**config.mk**
```make
export PLATFORM = sky130hd
export DESIGN_NAME = iss_top
export DESIGN_NICKNAME = d
export VERILOG_FILES = /design/src/inc/iss_pkg.sv /design/src/inc/iss_link_if.sv /design/src/iss_line_mon.sv /design/src/iss_top.sv
export VERILOG_INCLUDE_DIRS = /design/src /design/src/inc
export SDC_FILE = /design/constraint.sdc
export NUM_CORES = 1
export LEC_CHECK = 0
export ABC_AREA = 0
export BUFFER_PORTS_ARGS = -buffer_cell sky130_fd_sc_hd__buf_2
export CAP_MARGIN = 20
export CORE_AREA = 10 10 100 102
export CTS_BUF_LIST = sky130_fd_sc_hd__clkbuf_16
export DETAILED_ROUTE_END_ITERATION = 12
export DIE_AREA = 0 0 110 112
export PLACE_DENSITY = 0.7
export SYNTH_ARGS = -nofsm -noshare
export SYNTH_HDL_FRONTEND = slang
export SYNTH_SLANG_ARGS = --single-unit
```
**constraint.sdc**
```tcl
create_clock -name clk_sys -period 2.9 [get_ports clk_sys]
set_input_delay 0.58 -clock clk_sys [delete_from_list [all_inputs] [get_ports clk_sys]]
set_output_delay 0.58 -clock clk_sys [all_outputs]
set_load 0.05 [all_outputs]
```
**src/inc/iss_regs.svh**
```systemverilog
// register offsets, field positions and reset values of the i2c slave block
`ifndef ISS_REGS_SVH
`define ISS_REGS_SVH
`define ISS_OFF_STAT_CTRL 12'h000
`define ISS_OFF_ENABLE    12'h004
`define ISS_OFF_OWN_ADDR  12'h008
`define ISS_OFF_DATA      12'h00c
`define ISS_OFF_INT_STAT  12'h010
`define ISS_OFF_INT_MASK  12'h014
`define ISS_BIT_DONE      7
`define ISS_BIT_MATCH     6
`define ISS_BIT_BUSY      5
`define ISS_BIT_DIR       4
`define ISS_BIT_TX_ACK    3
`define ISS_BIT_RW        2
`define ISS_BIT_WAKE      1
`define ISS_BIT_RX_ACK    0
`define ISS_INT_MATCH     0
`define ISS_INT_DONE      1
`define ISS_RST_DONE      1'h1
`define ISS_RST_RX_ACK    1'h1
`define ISS_BYTE_BITS     4'h8
`endif

```
**src/inc/iss_pkg.sv**
```systemverilog
// types shared by the i2c slave status and control block
package iss_pkg;
  typedef enum logic [2:0] {
    ISS_IDLE, ISS_ADDR, ISS_A_ACK, ISS_HOLD, ISS_RX, ISS_R_ACK, ISS_TX,
    ISS_T_ACK
  } iss_state_t;
  typedef logic [31:0] iss_word_t;
endpackage

```
**src/inc/iss_link_if.sv**
```systemverilog
// line events passed from the line monitor to the protocol core
`timescale 1ns/10ps
interface iss_link_if;
  logic scl_rise;  // one-cycle pulse, clock line rose
  logic scl_fall;  // one-cycle pulse, clock line fell
  logic sda_lvl;   // synchronised data line level
  logic start_det; // one-cycle pulse, start condition
  logic stop_det;  // one-cycle pulse, stop condition
  modport mon (output scl_rise, scl_fall, sda_lvl, start_det, stop_det);
  modport core (input scl_rise, scl_fall, sda_lvl, start_det, stop_det);
endinterface

```
**src/iss_line_mon.sv**
```systemverilog
// two-flop synchronisers and start, stop and edge detection on the lines
`timescale 1ns/10ps
module iss_line_mon
  import iss_pkg::*;
(
  input  wire logic clk_sys,
  input  wire logic rst,
  input  wire logic scl_in,
  input  wire logic sda_in,
  iss_link_if.mon   link
);
  // all state of the monitor in one word
  typedef struct packed {
    logic [1:0] scl_sync; // [0] first stage, read only by [1]
    logic [1:0] sda_sync;
    logic       scl_prev; // last synchronised clock level
    logic       sda_prev; // last synchronised data level
  } iss_mon_t;

  iss_mon_t s_ff;
  iss_mon_t nxt_s;

  // shift the pins through, first stage only feeds second stage
  always_comb begin
    nxt_s          = s_ff;
    nxt_s.scl_sync = {s_ff.scl_sync[0], scl_in};
    nxt_s.sda_sync = {s_ff.sda_sync[0], sda_in};
    nxt_s.scl_prev = s_ff.scl_sync[1];
    nxt_s.sda_prev = s_ff.sda_sync[1];
  end

  // lines idle high, so reset to high avoids a false start after release
  always_ff @(posedge clk_sys or posedge rst) begin
    if (rst) begin
      s_ff <= '1;
    end else begin
      s_ff <= nxt_s;
    end
  end

  // data changing while clock is high marks start or stop
  assign link.scl_rise  = s_ff.scl_sync[1] & ~s_ff.scl_prev;
  assign link.scl_fall  = ~s_ff.scl_sync[1] & s_ff.scl_prev;
  assign link.sda_lvl   = s_ff.sda_sync[1];
  assign link.start_det = s_ff.scl_sync[1] & s_ff.scl_prev &
                          s_ff.sda_prev & ~s_ff.sda_sync[1];
  assign link.stop_det  = s_ff.scl_sync[1] & s_ff.scl_prev &
                          ~s_ff.sda_prev & s_ff.sda_sync[1];
endmodule

```
**src/iss_top.sv**
```systemverilog
// i2c slave status and control with apb registers
// Function
// - done flag low in byte, set after eight
// - start condition clears the done flag
// - reading received data clears done flag
// - stop condition sets the done flag
// - match flag shows address equals own address
// - busy set by start, cleared by stop
// - direction bit selects receive or transmit
// - ack bit driven on ninth clock
// - rw flag reports master direction
// - wake enable plus match wakes device
// - ninth clock ack level in transmit loads rx ack flag, high on no ack
// - transmit until no ack, then release
// - enable rising edge resets status flags
// - eighth address bit captured as direction
//
// Our own choices: the APB register port and the placing of the registers.
`timescale 1ns/10ps
`include "iss_regs.svh"
module iss_top
  import iss_pkg::*;
(
  input  wire logic             clk_sys,
  input  wire logic             rst,
  input  wire logic             psel,
  input  wire logic             penable,
  input  wire logic             pwrite,
  input  wire logic [11:0]      paddr,
  input  wire iss_pkg::iss_word_t pwdata,
  output logic                  pready,
  output iss_pkg::iss_word_t    prdata,
  output logic                  pslverr,
  input  wire logic             scl_in,
  output logic                  scl_out,
  output logic                  scl_oe,
  input  wire logic             sda_in,
  output logic                  sda_out,
  output logic                  sda_oe,
  output logic                  irq,
  output logic                  wake_req
);
  import iss_pkg::*;

  // every piece of state of the block except the line monitor's own
  typedef struct packed {
    iss_state_t st;        // protocol phase
    logic [3:0] cnt;       // bits moved in this byte
    logic [7:0] shift;     // serial shift register
    logic [7:0] rx_data;   // last received byte
    logic [7:0] tx_data;   // byte queued by software
    logic [6:0] own_addr;  // stored slave address
    logic       en;        // interface enable
    logic       en_prev;   // enable one cycle ago
    logic       done;      // transfer complete flag
    logic       match;     // address match flag
    logic       busy;      // bus busy flag
    logic       dir;       // transmit when high
    logic       tx_ack_bit;  // ack bit to send
    logic       rw;        // master direction
    logic       wake_en;   // wake on address enable
    logic       rx_ack_flag; // ack bit read from master, high on no ack
    logic [1:0] int_stat;  // sticky event bits
    logic [1:0] int_mask;  // event enables
    logic       irq;       // interrupt line
    logic       wake;      // wake request
    logic       sda_oe;    // pulling data low
    logic       scl_oe;    // stretching clock low
    logic       pready;    // apb answer
    logic       pslverr;   // apb error
    iss_word_t  prdata;    // apb read data
  } iss_state_word_t;

  iss_state_word_t s_ff;    // registered state
  iss_state_word_t nxt_s;   // next state
  iss_link_if      link (); // line events

  // pin synchronisers and condition detection
  iss_line_mon u_mon (
    .clk_sys (clk_sys),
    .rst     (rst),
    .scl_in  (scl_in),
    .sda_in  (sda_in),
    .link    (link)
  );

  // status and control byte as software sees it
  function automatic logic [7:0] iss_ctrl_byte(input iss_state_word_t v);
    iss_ctrl_byte = {v.done, v.match, v.busy, v.dir, v.tx_ack_bit, v.rw,
                     v.wake_en, v.rx_ack_flag};
  endfunction

  // exact 12-bit address compare used by read and write decode
  function automatic logic iss_hit(input logic [11:0] a,
                                   input logic [11:0] off);
    iss_hit = (a == off);
  endfunction

  logic       acc;     // apb access completes this cycle
  logic       wr;      // completing write
  logic       rd;      // completing read
  logic       data_rd; // software read of the data buffer
  logic       data_wr; // software write of the data buffer
  logic [1:0] ev;      // events raised this cycle
  logic       mapped;  // address is one of ours

  // protocol, register file and interrupt in one next-state process
  always_comb begin
    nxt_s   = s_ff;
    ev      = 2'h0;
    acc     = psel & penable & s_ff.pready;
    wr      = acc & pwrite;
    rd      = acc & ~pwrite;
    data_rd = rd & iss_hit(paddr, `ISS_OFF_DATA);
    data_wr = wr & iss_hit(paddr, `ISS_OFF_DATA);
    mapped  = iss_hit(paddr, `ISS_OFF_STAT_CTRL) |
              iss_hit(paddr, `ISS_OFF_ENABLE) |
              iss_hit(paddr, `ISS_OFF_OWN_ADDR) |
              iss_hit(paddr, `ISS_OFF_DATA) |
              iss_hit(paddr, `ISS_OFF_INT_STAT) |
              iss_hit(paddr, `ISS_OFF_INT_MASK);

    // apb: one wait state, then answer for a single cycle
    nxt_s.pready  = psel & penable & ~s_ff.pready;
    nxt_s.pslverr = psel & penable & ~s_ff.pready & ~mapped;
    nxt_s.prdata  = 32'h0;
    if (psel & penable & ~s_ff.pready & ~pwrite) begin
      case (paddr)
        `ISS_OFF_STAT_CTRL: nxt_s.prdata = {24'h0, iss_ctrl_byte(s_ff)};
        `ISS_OFF_ENABLE:    nxt_s.prdata = {31'h0, s_ff.en};
        `ISS_OFF_OWN_ADDR:  nxt_s.prdata = {24'h0, s_ff.own_addr, 1'h0};
        `ISS_OFF_DATA:      nxt_s.prdata = {24'h0, s_ff.rx_data};
        `ISS_OFF_INT_STAT:  nxt_s.prdata = {30'h0, s_ff.int_stat};
        `ISS_OFF_INT_MASK:  nxt_s.prdata = {30'h0, s_ff.int_mask};
        default:            nxt_s.prdata = 32'h0;
      endcase
    end

    // register writes; flags in the status byte are not writable
    if (wr) begin
      case (paddr)
        `ISS_OFF_STAT_CTRL: begin
          nxt_s.dir     = pwdata[`ISS_BIT_DIR];
          nxt_s.tx_ack_bit = pwdata[`ISS_BIT_TX_ACK];
          nxt_s.wake_en = pwdata[`ISS_BIT_WAKE];
        end
        `ISS_OFF_ENABLE:   nxt_s.en       = pwdata[0];
        `ISS_OFF_OWN_ADDR: nxt_s.own_addr = pwdata[7:1];
        `ISS_OFF_DATA:     nxt_s.tx_data  = pwdata[7:0];
        `ISS_OFF_INT_MASK: nxt_s.int_mask = pwdata[1:0];
        default: begin
        end
      endcase
    end

    // dummy or real read of received data clears the done flag
    if (data_rd) begin
      nxt_s.done = 1'h0;
    end

    // serial protocol, only while enabled
    if (!s_ff.en) begin
      nxt_s.st     = ISS_IDLE;
      nxt_s.sda_oe = 1'h0;
      nxt_s.scl_oe = 1'h0;
    end else if (link.start_det) begin
      // start (or repeated start) always restarts address reception
      nxt_s.st     = ISS_ADDR;
      nxt_s.cnt    = 4'h0;
      nxt_s.busy   = 1'h1;
      nxt_s.done   = 1'h0;
      nxt_s.match  = 1'h0;
      nxt_s.sda_oe = 1'h0;
      nxt_s.scl_oe = 1'h0;
    end else if (link.stop_det) begin
      nxt_s.st     = ISS_IDLE;
      nxt_s.busy   = 1'h0;
      nxt_s.done   = 1'h1;
      nxt_s.sda_oe = 1'h0;
      nxt_s.scl_oe = 1'h0;
    end else begin
      case (s_ff.st)
        ISS_ADDR: begin
          if (link.scl_rise) begin
            nxt_s.shift = {s_ff.shift[6:0], link.sda_lvl};
            nxt_s.cnt   = s_ff.cnt + 4'h1;
          end
          if (link.scl_fall && s_ff.cnt == `ISS_BYTE_BITS) begin
            // eighth bit is the direction, upper seven the address
            nxt_s.rw = s_ff.shift[0];
            if (s_ff.shift[7:1] == s_ff.own_addr) begin
              nxt_s.match  = 1'h1;
              nxt_s.sda_oe = 1'h1;
              nxt_s.st     = ISS_A_ACK;
              ev[`ISS_INT_MATCH] = 1'h1;
              if (s_ff.wake_en) begin
                nxt_s.wake = 1'h1;
              end
            end else begin
              nxt_s.match = 1'h0;
              nxt_s.st    = ISS_IDLE;
            end
          end
        end
        ISS_A_ACK, ISS_R_ACK: begin
          // ack bit done: release data, hold clock until software acts
          if (link.scl_fall) begin
            nxt_s.sda_oe = 1'h0;
            nxt_s.scl_oe = 1'h1;
            nxt_s.st     = ISS_HOLD;
          end
        end
        ISS_HOLD: begin
          // data write or dummy read lets the master go on
          if (data_wr || data_rd) begin
            nxt_s.scl_oe = 1'h0;
            nxt_s.cnt    = 4'h0;
            if (s_ff.dir) begin
              nxt_s.st     = ISS_TX;
              nxt_s.shift  = data_wr ? pwdata[7:0] : s_ff.tx_data;
              nxt_s.sda_oe = data_wr ? ~pwdata[7] : ~s_ff.tx_data[7];
            end else begin
              nxt_s.st = ISS_RX;
            end
          end
        end
        ISS_RX: begin
          if (link.scl_rise) begin
            nxt_s.shift = {s_ff.shift[6:0], link.sda_lvl};
            nxt_s.cnt   = s_ff.cnt + 4'h1;
          end
          if (link.scl_fall && s_ff.cnt == `ISS_BYTE_BITS) begin
            nxt_s.rx_data = s_ff.shift;
            nxt_s.done    = 1'h1;
            ev[`ISS_INT_DONE] = 1'h1;
            nxt_s.sda_oe  = ~s_ff.tx_ack_bit;
            nxt_s.st      = ISS_R_ACK;
          end else if (link.scl_rise) begin
            nxt_s.done = 1'h0;
          end
        end
        ISS_TX: begin
          if (link.scl_rise) begin
            nxt_s.cnt  = s_ff.cnt + 4'h1;
            nxt_s.done = 1'h0;
          end
          if (link.scl_fall) begin
            if (s_ff.cnt == `ISS_BYTE_BITS) begin
              nxt_s.sda_oe = 1'h0;        // master owns the ack bit
              nxt_s.st     = ISS_T_ACK;
            end else begin
              nxt_s.shift  = {s_ff.shift[6:0], 1'h0};
              nxt_s.sda_oe = ~s_ff.shift[6];
            end
          end
        end
        ISS_T_ACK: begin
          if (link.scl_rise) begin
            nxt_s.rx_ack_flag = link.sda_lvl;
            nxt_s.done = 1'h1;
            ev[`ISS_INT_DONE] = 1'h1;
          end
          if (link.scl_fall) begin
            // no ack ends sending and leaves data released for the stop
            if (s_ff.rx_ack_flag) begin
              nxt_s.st = ISS_IDLE;
            end else begin
              nxt_s.scl_oe = 1'h1;
              nxt_s.st     = ISS_HOLD;
            end
          end
        end
        ISS_IDLE: begin
        end
        default: begin
          nxt_s.st = ISS_IDLE;
        end
      endcase
    end

    // enable rising edge: flags to defaults, control bits kept
    nxt_s.en_prev = s_ff.en;
    if (s_ff.en && !s_ff.en_prev) begin
      nxt_s.done  = `ISS_RST_DONE;
      nxt_s.match = 1'h0;
      nxt_s.busy  = 1'h0;
      nxt_s.rw    = 1'h0;
      nxt_s.rx_ack_flag = `ISS_RST_RX_ACK;
    end

    // wake request follows the wake enable bit once raised
    if (!s_ff.wake_en) begin
      nxt_s.wake = 1'h0;
    end

    // sticky status: write one clears, a new event wins over the clear
    if (wr && iss_hit(paddr, `ISS_OFF_INT_STAT)) begin
      nxt_s.int_stat = s_ff.int_stat & ~pwdata[1:0];
    end
    nxt_s.int_stat = nxt_s.int_stat | ev;
    nxt_s.irq      = |(nxt_s.int_stat & s_ff.int_mask);
  end

  // single register bank; asynchronous reset loads constants only
  always_ff @(posedge clk_sys or posedge rst) begin
    if (rst) begin
      s_ff      <= '0;
      s_ff.done <= `ISS_RST_DONE;
      s_ff.rx_ack_flag <= `ISS_RST_RX_ACK;
    end else begin
      s_ff <= nxt_s;
    end
  end

  // outputs straight from flip-flops; open drain lines only pull low
  assign pready   = s_ff.pready;
  assign prdata   = s_ff.prdata;
  assign pslverr  = s_ff.pslverr;
  assign irq      = s_ff.irq;
  assign wake_req = s_ff.wake;
  assign sda_oe   = s_ff.sda_oe;
  assign scl_oe   = s_ff.scl_oe;
  assign sda_out  = 1'b0;
  assign scl_out  = 1'b0;
endmodule

```
# Yosys cells after proc, flatten, opt, wreduce, memory -nomap -nowiden
# Cells that the tools add are included.
[classes]
addsub = 1
n_eq_ne = 45
mux = 83
bitwise_logic = 38
n_reduce_logical = 35
[ops]
columns = ["operator", "n"]
rows = [
  ["$mux 8", 7],
  ["$ne 5x5->1 const B", 10],
  ["$pmux 8 s6", 1],
  ["$mux 1", 39],
  ["$pmux 12 s3", 1],
  ["$mux 3", 11],
  ["$mux 2", 14],
  ["$eq 12x4->1 const B", 2],
  ["$eq 12x5->1 const B", 2],
  ["$mux 20", 1],
  ["$reduce_and 5->1", 4],
  ["$pmux 3 s6", 1],
  ["$and 1x1->1", 16],
  ["$reduce_and 8->1", 2],
  ["$mux 15", 1],
  ["$ne 2x1->1 const B", 7],
  ["$ne 2x2->1 const B", 7],
  ["$not 1->1", 13],
  ["$eq 12x3->1 const B", 1],
  ["$eq 3x3->1 const B", 4],
  ["$logic_not 12->1", 1],
  ["$mux 12", 1],
  ["$reduce_and 2->1", 6],
  ["$reduce_and 6->1", 2],
  ["other kinds (29)", 48],
]
[word_totals]
ff_bits = 96
inputBits = 51
out_inout_bits = 40
elab_cells = 231

# Logic depth before layout (Yosys ltp)
# Gate-level depths: netlist of the first run.
[logic_depth]
ltp_word = 12
ltp_mapped = 9
ltp_nobuf = 8

# Hierarchy
# A second synthesis of the first run with hierarchy kept.
[hier_totals]
hier_cells = 396
hier_area_um2 = 3997.6
[by_module_without_submodules]
columns = ["mod", "instances", "cells_per_inst", "area_per_inst_um2", "seq_area_each_um2"]
rows = [
  ["iss_top", 1, 385, 3803.6, 1654.1],
  ["iss_line_mon", 1, 11, 193.9, 157.7],
]

# Worst setup path after synthesis of the first run
# Ideal clock, no wire load.
[synth_timing]
path_kind = "input -> register"
startpoint = "input paddr[0]"
endpoint = "register s_ff[52] (netlist name)"
setup_ps = 125
arrival_time_ps = 2503
required_ps = 2775
path_slack_ps = 272
path_stages = 6
path_buffers = 1
cell_sequence = "or4_4 -> or3_4 -> nor4b_4 -> and2_1 -> buf_6 -> mux2_4"
[synth_between]
elab_chain_cells = 2
[synth_rtl]
columns = ["element", "line_no", "text"]
rows = [
  ["from (decl)", "iss_top.sv:29", "input wire logic [11:0] paddr,"],
  ["$eq 12x4->1", "iss_top.sv:141", "case (paddr)"],
  ["$reduce_and 2->1 (no line)", "n/a", ""],
  ["to (signal assigned)", "iss_top.sv:311", "s_ff <= nxt_s;"],
  ["to (decl)", "iss_top.sv:74", "iss_state_word_t s_ff;"],
]
# Every way passes these cells.
# A chain may end at the register's enable or synchronous reset.

# Final worst setup path of the first run
[layout_timing]
startpoint = "input paddr[0]"
endpoint = "register s_ff[78] (netlist name)"
[layout_between]
elab_chain_cells = 6
word_cells_on_any_way = 10
classes_between = "eq/ne (2); mux (4); bitwise (2); reduce/logical (2)"
[layout_rtl]
columns = ["element", "line_no", "text"]
rows = [
  ["$eq 12x4->1 (*)", "iss_top.sv:96", "iss_hit = (a == off);"],
  ["$and 1x1->1", "iss_top.sv:115", "data_wr = wr & iss_hit(paddr, `ISS_OFF_DATA);"],
  ["$mux 8", "iss_top.sv:220", "nxt_s.shift = data_wr ? pwdata[7:0] : s_ff.tx_data;"],
  ["$mux 8", "iss_top.sv:218", "if (s_ff.dir) begin"],
  ["$mux 15", "iss_top.sv:215", "if (data_wr || data_rd) begin"],
  ["$pmux 12 s3", "iss_top.sv:182", "case (s_ff.st)"],
]
# Every way passes the cells marked *; elsewhere a longest branch is shown, timed or not. The select of a mux whose other input is x is not followed.

==> results of run 1 <==
flip-flops by register name, summed over array words and instances (netlist names):
register	count
wake_req	1
pready	1
scl_oe	1
s_ff	51
pslverr	1
sda_oe	1
prdata	8
u_mon.nxt_s	3
u_mon.s_ff	2
irq	1
nxt_s	1
u_mon.link.sda_lvl	1
where the power goes:
part | internal, mW | switching (mW) | leakage [nW] | total [mW]
clock network | 0.736 | 0.390 | 0.152 | 1.13
logic | 0.0281 | 0.128 | 0.933 | 0.156
registers | 1.02 | 0.00791 | 0.950 | 1.02
per-layer routing:
metal / part of all wire, % / vias up / GRT usage [%] / routed length (µm)
li1: - / 1367 / - / -
met1: 44 / 1471 / 20.04 / 4078
met2: 47 / 115 / 24.20 / 4377
met3: 9.1 / 6 / 5.017 / 855
met5: 0 / - / 0 / 0
met4: 0.61 / 0 / 4.340 / 57
critical path, cell delays in order:
cell and delay (ps):
buf_2 90, or4_4 550, nor4_2 350, and2_1 320
buf_4 210, mux2_2 350, mux2i_1 180, o21ai_1 80
layout make-up:
type                       count  share of cell area, %
multi-input combinational    266                  41.21
sequential                    72                  41.07
timing repair buffer          51                  6.977
clock buffer                   9                  5.105
tap                          105                  2.978
clock inverter                 6                  1.730
inverter                      11                 0.9359
placed cells by master (no fill, tap or decap), types with 9 or more instances in the layout:
| cell type | netlist | routed |
|---|---|---|
| a21oi_1 | 17 | 17 |
| inv_1 | 10 | 10 |
| dfrtp_1 | 64 | 64 |
| nand2_1 | 26 | 26 |
| o21ai_0 | 19 | 19 |
| conb_1 | 1 | 26 |
| nor2_1 | 24 | 24 |
| clkbuf_16 | 0 | 9 |
| buf_4 | 35 | 9 |
| mux2_2 | 19 | 19 |
| buf_2 | 3 | 40 |
worst max path at each step:
stage	start	end	depth (start not counted)
floorplan	paddr[0]	s_ff[52]	6
global placement	paddr[0]	s_ff[78]	8
detailed placement	paddr[0]	s_ff[78]	8
CTS	paddr[0]	s_ff[78]	8
global route	paddr[0]	s_ff[78]	8
finish	paddr[0]	s_ff[78]	8
metrics by stage:
step           instance area, µm²  setup slack, ps  power [mW]  std cells
2_1_floorplan                3998            271.6       1.184        398
3_3_place_gp                 4110            154.4       1.194        505
3_5_place_dp                 4110            112.5       1.196        505
4_1_cts                      4412            405.0       2.324        520
5_1_grt                      4412            320.4       2.388        520
6_report                     4412            403.1       2.306        520
logic make-up after synthesis:
family,after synthesis
simple gates,108
compound gates,83
flops,72
buf+inv,60
mux,39
xor+xnor,8
fa+ha+maj,2
other cells,1
==> flow_metrics.env, run 1 <==
export IMPL_cts_root_buf="clkbuf_16"
export IMPL_drive_gt1_share_pct=26.02
export IMPL_r2r_end="irq"
export IMPL_yosysSeqAreaShare_pct=46.41
export IMPL_synth_area_um2=3904
export IMPL_rsz0062_at_grt="false"
export IMPL_rows=33
export IMPL_cts_setup_buffers=0
export IMPL_synth_top_cell_area_share_pct=41.03
export IMPL_synth_fa_ha_area_share_pct=0.6410
export IMPL_cts_tree="yes"
export IMPL_dpl_hpwl_mm=6.801
export IMPL_synth_xor_area_share_pct=1.795
export IMPL_max_slew_margin_rel_pct=49.47
export IMPL_core_um2=8051
export IMPL_r2r_cells=7
export IMPL_r2r_slack_ps=570
export IMPL_globalRoute_totalOverflow=0
export IMPL_io_pins=91
export IMPL_maxCapViolations=0
export IMPL_worstHoldPathType="in -> async"
export IMPL_synthToLayoutAreaGrowth_pct=13.01
export IMPL_grt_first_pass_wirelength_mm=15.15
export IMPL_first_pass_iters=5
export IMPL_fillCellCount=711
export IMPL_drc_errors=0
export IMPL_cellPowerDensity_nw_per_um2=522.7
export IMPL_multiInputGateArea_um2=1818
export IMPL_cts_sinks=72
export IMPL_ys_types=65
export IMPL_cp_required_ps=3110
export IMPL_syn_inst=373
export IMPL_cts_made_buffers=9
export IMPL_htreeDepth=3
export IMPL_regArea_um2=1812
export IMPL_ant_nets=0
export IMPL_gr_usage_all_layers_pct=15.53
export IMPL_yosys_warnings=0
export IMPL_die_h_um=112
export IMPL_synth_compound_area_share_pct=14.10
export IMPL_fin_skew_ps=3.778
export IMPL_insertion_delay_ps=330
export IMPL_yosysTopAreaCell="dfrtp_1"
export IMPL_timing_final_setup_violations=0
export IMPL_via_per_inst=5.690
export IMPL_synth_mux_area_fraction_pct=11.96
export IMPL_clock_path_buffers=2
export IMPL_drt_iter0_markers=211
export IMPL_grt_pass1_vias=3010
export IMPL_wire_per_inst_um=18.02
export IMPL_yosys_top_cells_count="dfrtp_1, buf_4, nand2_1, nor2_1"
export IMPL_synth_flop_cell="dfrtp_1"
export IMPL_vdd_drop_max_v=0.0003069
export IMPL_wirelength_mm=9.369
export IMPL_antenna_found_initial=0
export IMPL_whs_ps=290.3
export IMPL_leakagePower_nw=2.035
export IMPL_cts_resized=0
export IMPL_yosys_area_share_simple_pct=15.58
export IMPL_dieArea_um2=12320
export IMPL_synth_area_per_cell_um2=10.47
export IMPL_synth_most_common_cell="dfrtp_1"
export IMPL_synth_top_family_by_area="simple AND/OR/NAND/NOR gates"
export IMPL_worstPathMaxFanout=5
export IMPL_fin_util_pct=54.79
export IMPL_finalHoldViolations=0
export IMPL_grt_max_degree=49
export IMPL_nets=464
export IMPL_postSynth_asyncResetShare_pct=100.0
export IMPL_hold_buffers=0
export IMPL_start_util_pct=48.48
export IMPL_critPathLaunchType="input port"
export IMPL_clkSlewWorstSetupHoldPaths_ps=50
export IMPL_place_gp_congestion=0.8975
export IMPL_arrival_ps=2710
export IMPL_tightestPinTransition_ps=750.0
export IMPL_ys_ff_latch=72
export IMPL_io_buffers=40
export IMPL_vias=2959
export IMPL_critPathCaptureType="flip-flop"
export IMPL_ys_top_cells_by_area="dfrtp_1, buf_4, mux2_2"
export IMPL_crit_type="in -> reg"
export IMPL_die_x_um=110
export IMPL_period_share_pct=86.10
export IMPL_status="complete, no violations"
export IMPL_timing_rr_start="s_ff[83]"
export IMPL_synth_edf_count=0
export IMPL_fin_crit_ps=2497
export IMPL_fmax_mhz=400.5
export IMPL_n_antenna_cell=0
export IMPL_tns_ps=0
export IMPL_report_final_slew_viol_count=0
No activity file was read; power rests on OpenSTA's default activity.
==> run 2, diff against run 1 <==
CORE_AREA = 3 3 94 96   (was 10 10 100 102)
DIE_AREA = 0 0 97 99   (was 0 0 110 112)
SYNTH_HIERARCHICAL = 1   (was not set)
==> run 2 against run 1 <==
  * Sequential power hardly changed
  * Sequential share of layout area fell by 0.81 points
  * Critical path depth shrank 1
  * Wire length grew 7.7%
  * Non-clock buffer count up 6
  * First-iteration DRC count increased by 46%
  * Maximum frequency increased by 0.42%
  * Flip-flop and latch count unchanged
  * Area after synthesis grew 2.4%
  * Synthesized cell count rose by 6.2%
  * Combinational power is essentially flat
==> flow_metrics.env, run 2 <==
export IMPL_grt_pass1_vias=3169
export IMPL_layout_cells_non_filler=547
export IMPL_via_per_inst=5.854
export IMPL_first_pass_iters=7
export IMPL_largest_reg_flops=51
export IMPL_wire_per_inst_um=18.45
export IMPL_drc_errors=0
export IMPL_arrival_ps=2740
export IMPL_final_cell_mix="dfrtp_1, buf_2, nand2_1"
export IMPL_synth_most_common_cell="dfrtp_1"
export IMPL_crit_slowest_cell="or4_1"
export IMPL_finalHoldViolations=0
export IMPL_fin_util_pct=55.33
export IMPL_cts_made_buffers=9
export IMPL_htreeDepth=3
export IMPL_timing_final_setup_violations=0
export IMPL_critPathLaunchType="input port"
export IMPL_final_common_cell="dfrtp_1"
export IMPL_cellPowerDensity_nw_per_um2=499.0
export IMPL_grt_first_pass_wirelength_mm=16.50
export IMPL_crit_start="paddr[1]"
export IMPL_report_final_slew_viol_count=0
export IMPL_postSynth_asyncResetShare_pct=100.0
export IMPL_cts_tree="yes"
export IMPL_r2r_cells=6
export IMPL_antenna_found_initial=0
export IMPL_cp_slowest_stage_delay_ps=610
export IMPL_ys_types=64
export IMPL_drive_gt1_share_pct=25.34
export IMPL_insertion_delay_ps=340
export IMPL_timing_rr_start="u_mon/link.sda_lvl"
export IMPL_grt_max_degree=33
export IMPL_path_depth=7
export IMPL_leakagePower_nw=2.124
export IMPL_dp_cells=531
export IMPL_cts_sinks=72
export IMPL_vdd_drop_max_v=0.0002510
export IMPL_synth_area_um2=3998
export IMPL_crit_path_end="s_ff[84]"
export IMPL_clock_path_buffers=2
export IMPL_vias=3202
export IMPL_maxCapViolations=0
export IMPL_synth_flop_cell="dfrtp_1"
export IMPL_fmax_mhz=402.2
export IMPL_dieArea_um2=9603
export IMPL_rows=33
export IMPL_max_slew_margin_rel_pct=56.14
export IMPL_r2r_end="s_ff[78]"
export IMPL_tns_ps=0
export IMPL_tightestPinTransition_ps=652.9
export IMPL_crit_buf_inv=2
export IMPL_cp_required_ps=3160
export IMPL_die_x_um=97
export IMPL_yosysSeqAreaShare_pct=45.32
export IMPL_critPathCaptureType="flip-flop"
export IMPL_synth_top_cell_area_share_pct=40.06
export IMPL_ys_ff_latch=72
export IMPL_finalPower_mw=2.246
export IMPL_fin_crit_ps=2486
export IMPL_clkSlewWorstSetupHoldPaths_ps=60
export IMPL_status="complete, no violations"
export IMPL_fin_skew_ps=7.908
export IMPL_io_pins=91
export IMPL_synth_area_per_cell_um2=10.09
export IMPL_path_delay_family="simple AND/OR/NAND/NOR gates"
export IMPL_synth_edf_count=0
export IMPL_io_buffers=40
export IMPL_yosysTopAreaCell="dfrtp_1"
export IMPL_start_util_pct=49.15
export IMPL_yosys_warnings=6
export IMPL_nets=490
export IMPL_crit_type="in -> reg"
export IMPL_drt_iter0_markers=309
export IMPL_core_um2=8134
export IMPL_rsz0062_at_grt="false"
export IMPL_gr_usage_all_layers_pct=21.48
export IMPL_crit_path_cell_trace="buf_2, or4_1, or4_1, buf_4, nor4_4, o21a_1, mux2i_1"
export IMPL_worstPathMaxFanout=9
export IMPL_globalRoute_totalOverflow=0
export IMPL_ant_nets=0
export IMPL_dpl_hpwl_mm=7.137
export IMPL_cts_root_buf="clkbuf_16"
export IMPL_syn_inst=396
export IMPL_wirelength_mm=10.09
export IMPL_n_antenna_cell=0
export IMPL_cts_resized=0
export IMPL_r2r_slack_ps=600
export IMPL_hold_buffers=0
export IMPL_cts_setup_buffers=0
export IMPL_period_share_pct=85.74
export IMPL_synthToLayoutAreaGrowth_pct=12.58
export IMPL_crit_top_cell="or4_1"
export IMPL_die_h_um=99
export IMPL_worstHoldPathType="in -> async"
export IMPL_yosys_top_cells_count="dfrtp_1, buf_4, nand2_1, nor2_1, mux2_2"
export IMPL_largest_register="s_ff"
export IMPL_ys_top_cells_by_area="dfrtp_1, buf_4, mux2_2"
export IMPL_place_gp_congestion=0.8975
==> run 2: cell count changes after synthesis, sizes merged, moves of 4 or more <==
cell,previous run,this run
a21oi,17,13
a31oi,1,10
clkbuf,9,13
nand3,8,15
o21ai,27,19
xor2,4,0
==> run 2: area by class of cell <==
cell class              instances  area (µm²)
multi-input cells             283        1892
clock buffers                   9       225.2
well taps                     105       131.4
clock inverters                 7       60.06
fillers                       712        3633
flip-flops and latches         72        1812
inverters                      14       52.55
repair buffers                 57       327.8
==> run 2: power by group <==
group / switching, mW / internal (mW)
combinational: 0.133 / 0.0267
clock: 0.474 / 0.594
sequential: 0.00428 / 1.01
total: 0.611 / 1.63
==> run 2: stage by stage <==
step / instance area, µm² / hold WS, ps / setup slack (ps)
3_5_place_dp: 4215 / 347.2 / 61.53
5_1_grt: 4501 / 209.9 / 281.1
2_1_floorplan: 4091 / 345.2 / 258.2
3_3_place_gp: 4215 / 345.7 / 102.1
6_report: 4501 / 187.2 / 413.6
4_1_cts: 4501 / 194.7 / 399.7
==> run 2: kinds of logic (layout without fill, tap and decap cells) <==
family                   after synthesis  after routing  share of synthesized area [%]
AO/OA/AOI/OAI                         90             90                          15.87
XOR/XNOR                               7              7                          1.534
adder cells (fa/ha/maj)                2              2                         0.6259
buffers and inverters                 66             87                          9.703
flip-flops                            72             72                          45.32
multiplexers                          34             34                          9.421
other                                  1             26                        0.09381
AND/OR/NAND/NOR                      124            124                          17.43
==> run 2: metal layers <==
layer  GRT usage, %  vias up  part of all wire (%)
met4          8.963        0                   2.7
met3          5.732       21                   7.9
met2          34.34      149                    47
met1          27.75     1570                    42
li1               -     1462                     -
met5              0        -                     0
==> run 2: worst min path at each step <==
stage / start / end / slack [ps]
floorplan: u_mon/nxt_s[3] / u_mon/link.sda_lvl / 350
global placement: u_mon/nxt_s[3] / u_mon/link.sda_lvl / 350
detailed placement: u_mon/nxt_s[5] / u_mon/nxt_s[1] / 350
CTS: rst / s_ff[86] / 190
global route: rst / s_ff[87] / 210
finish: rst / s_ff[66] / 190
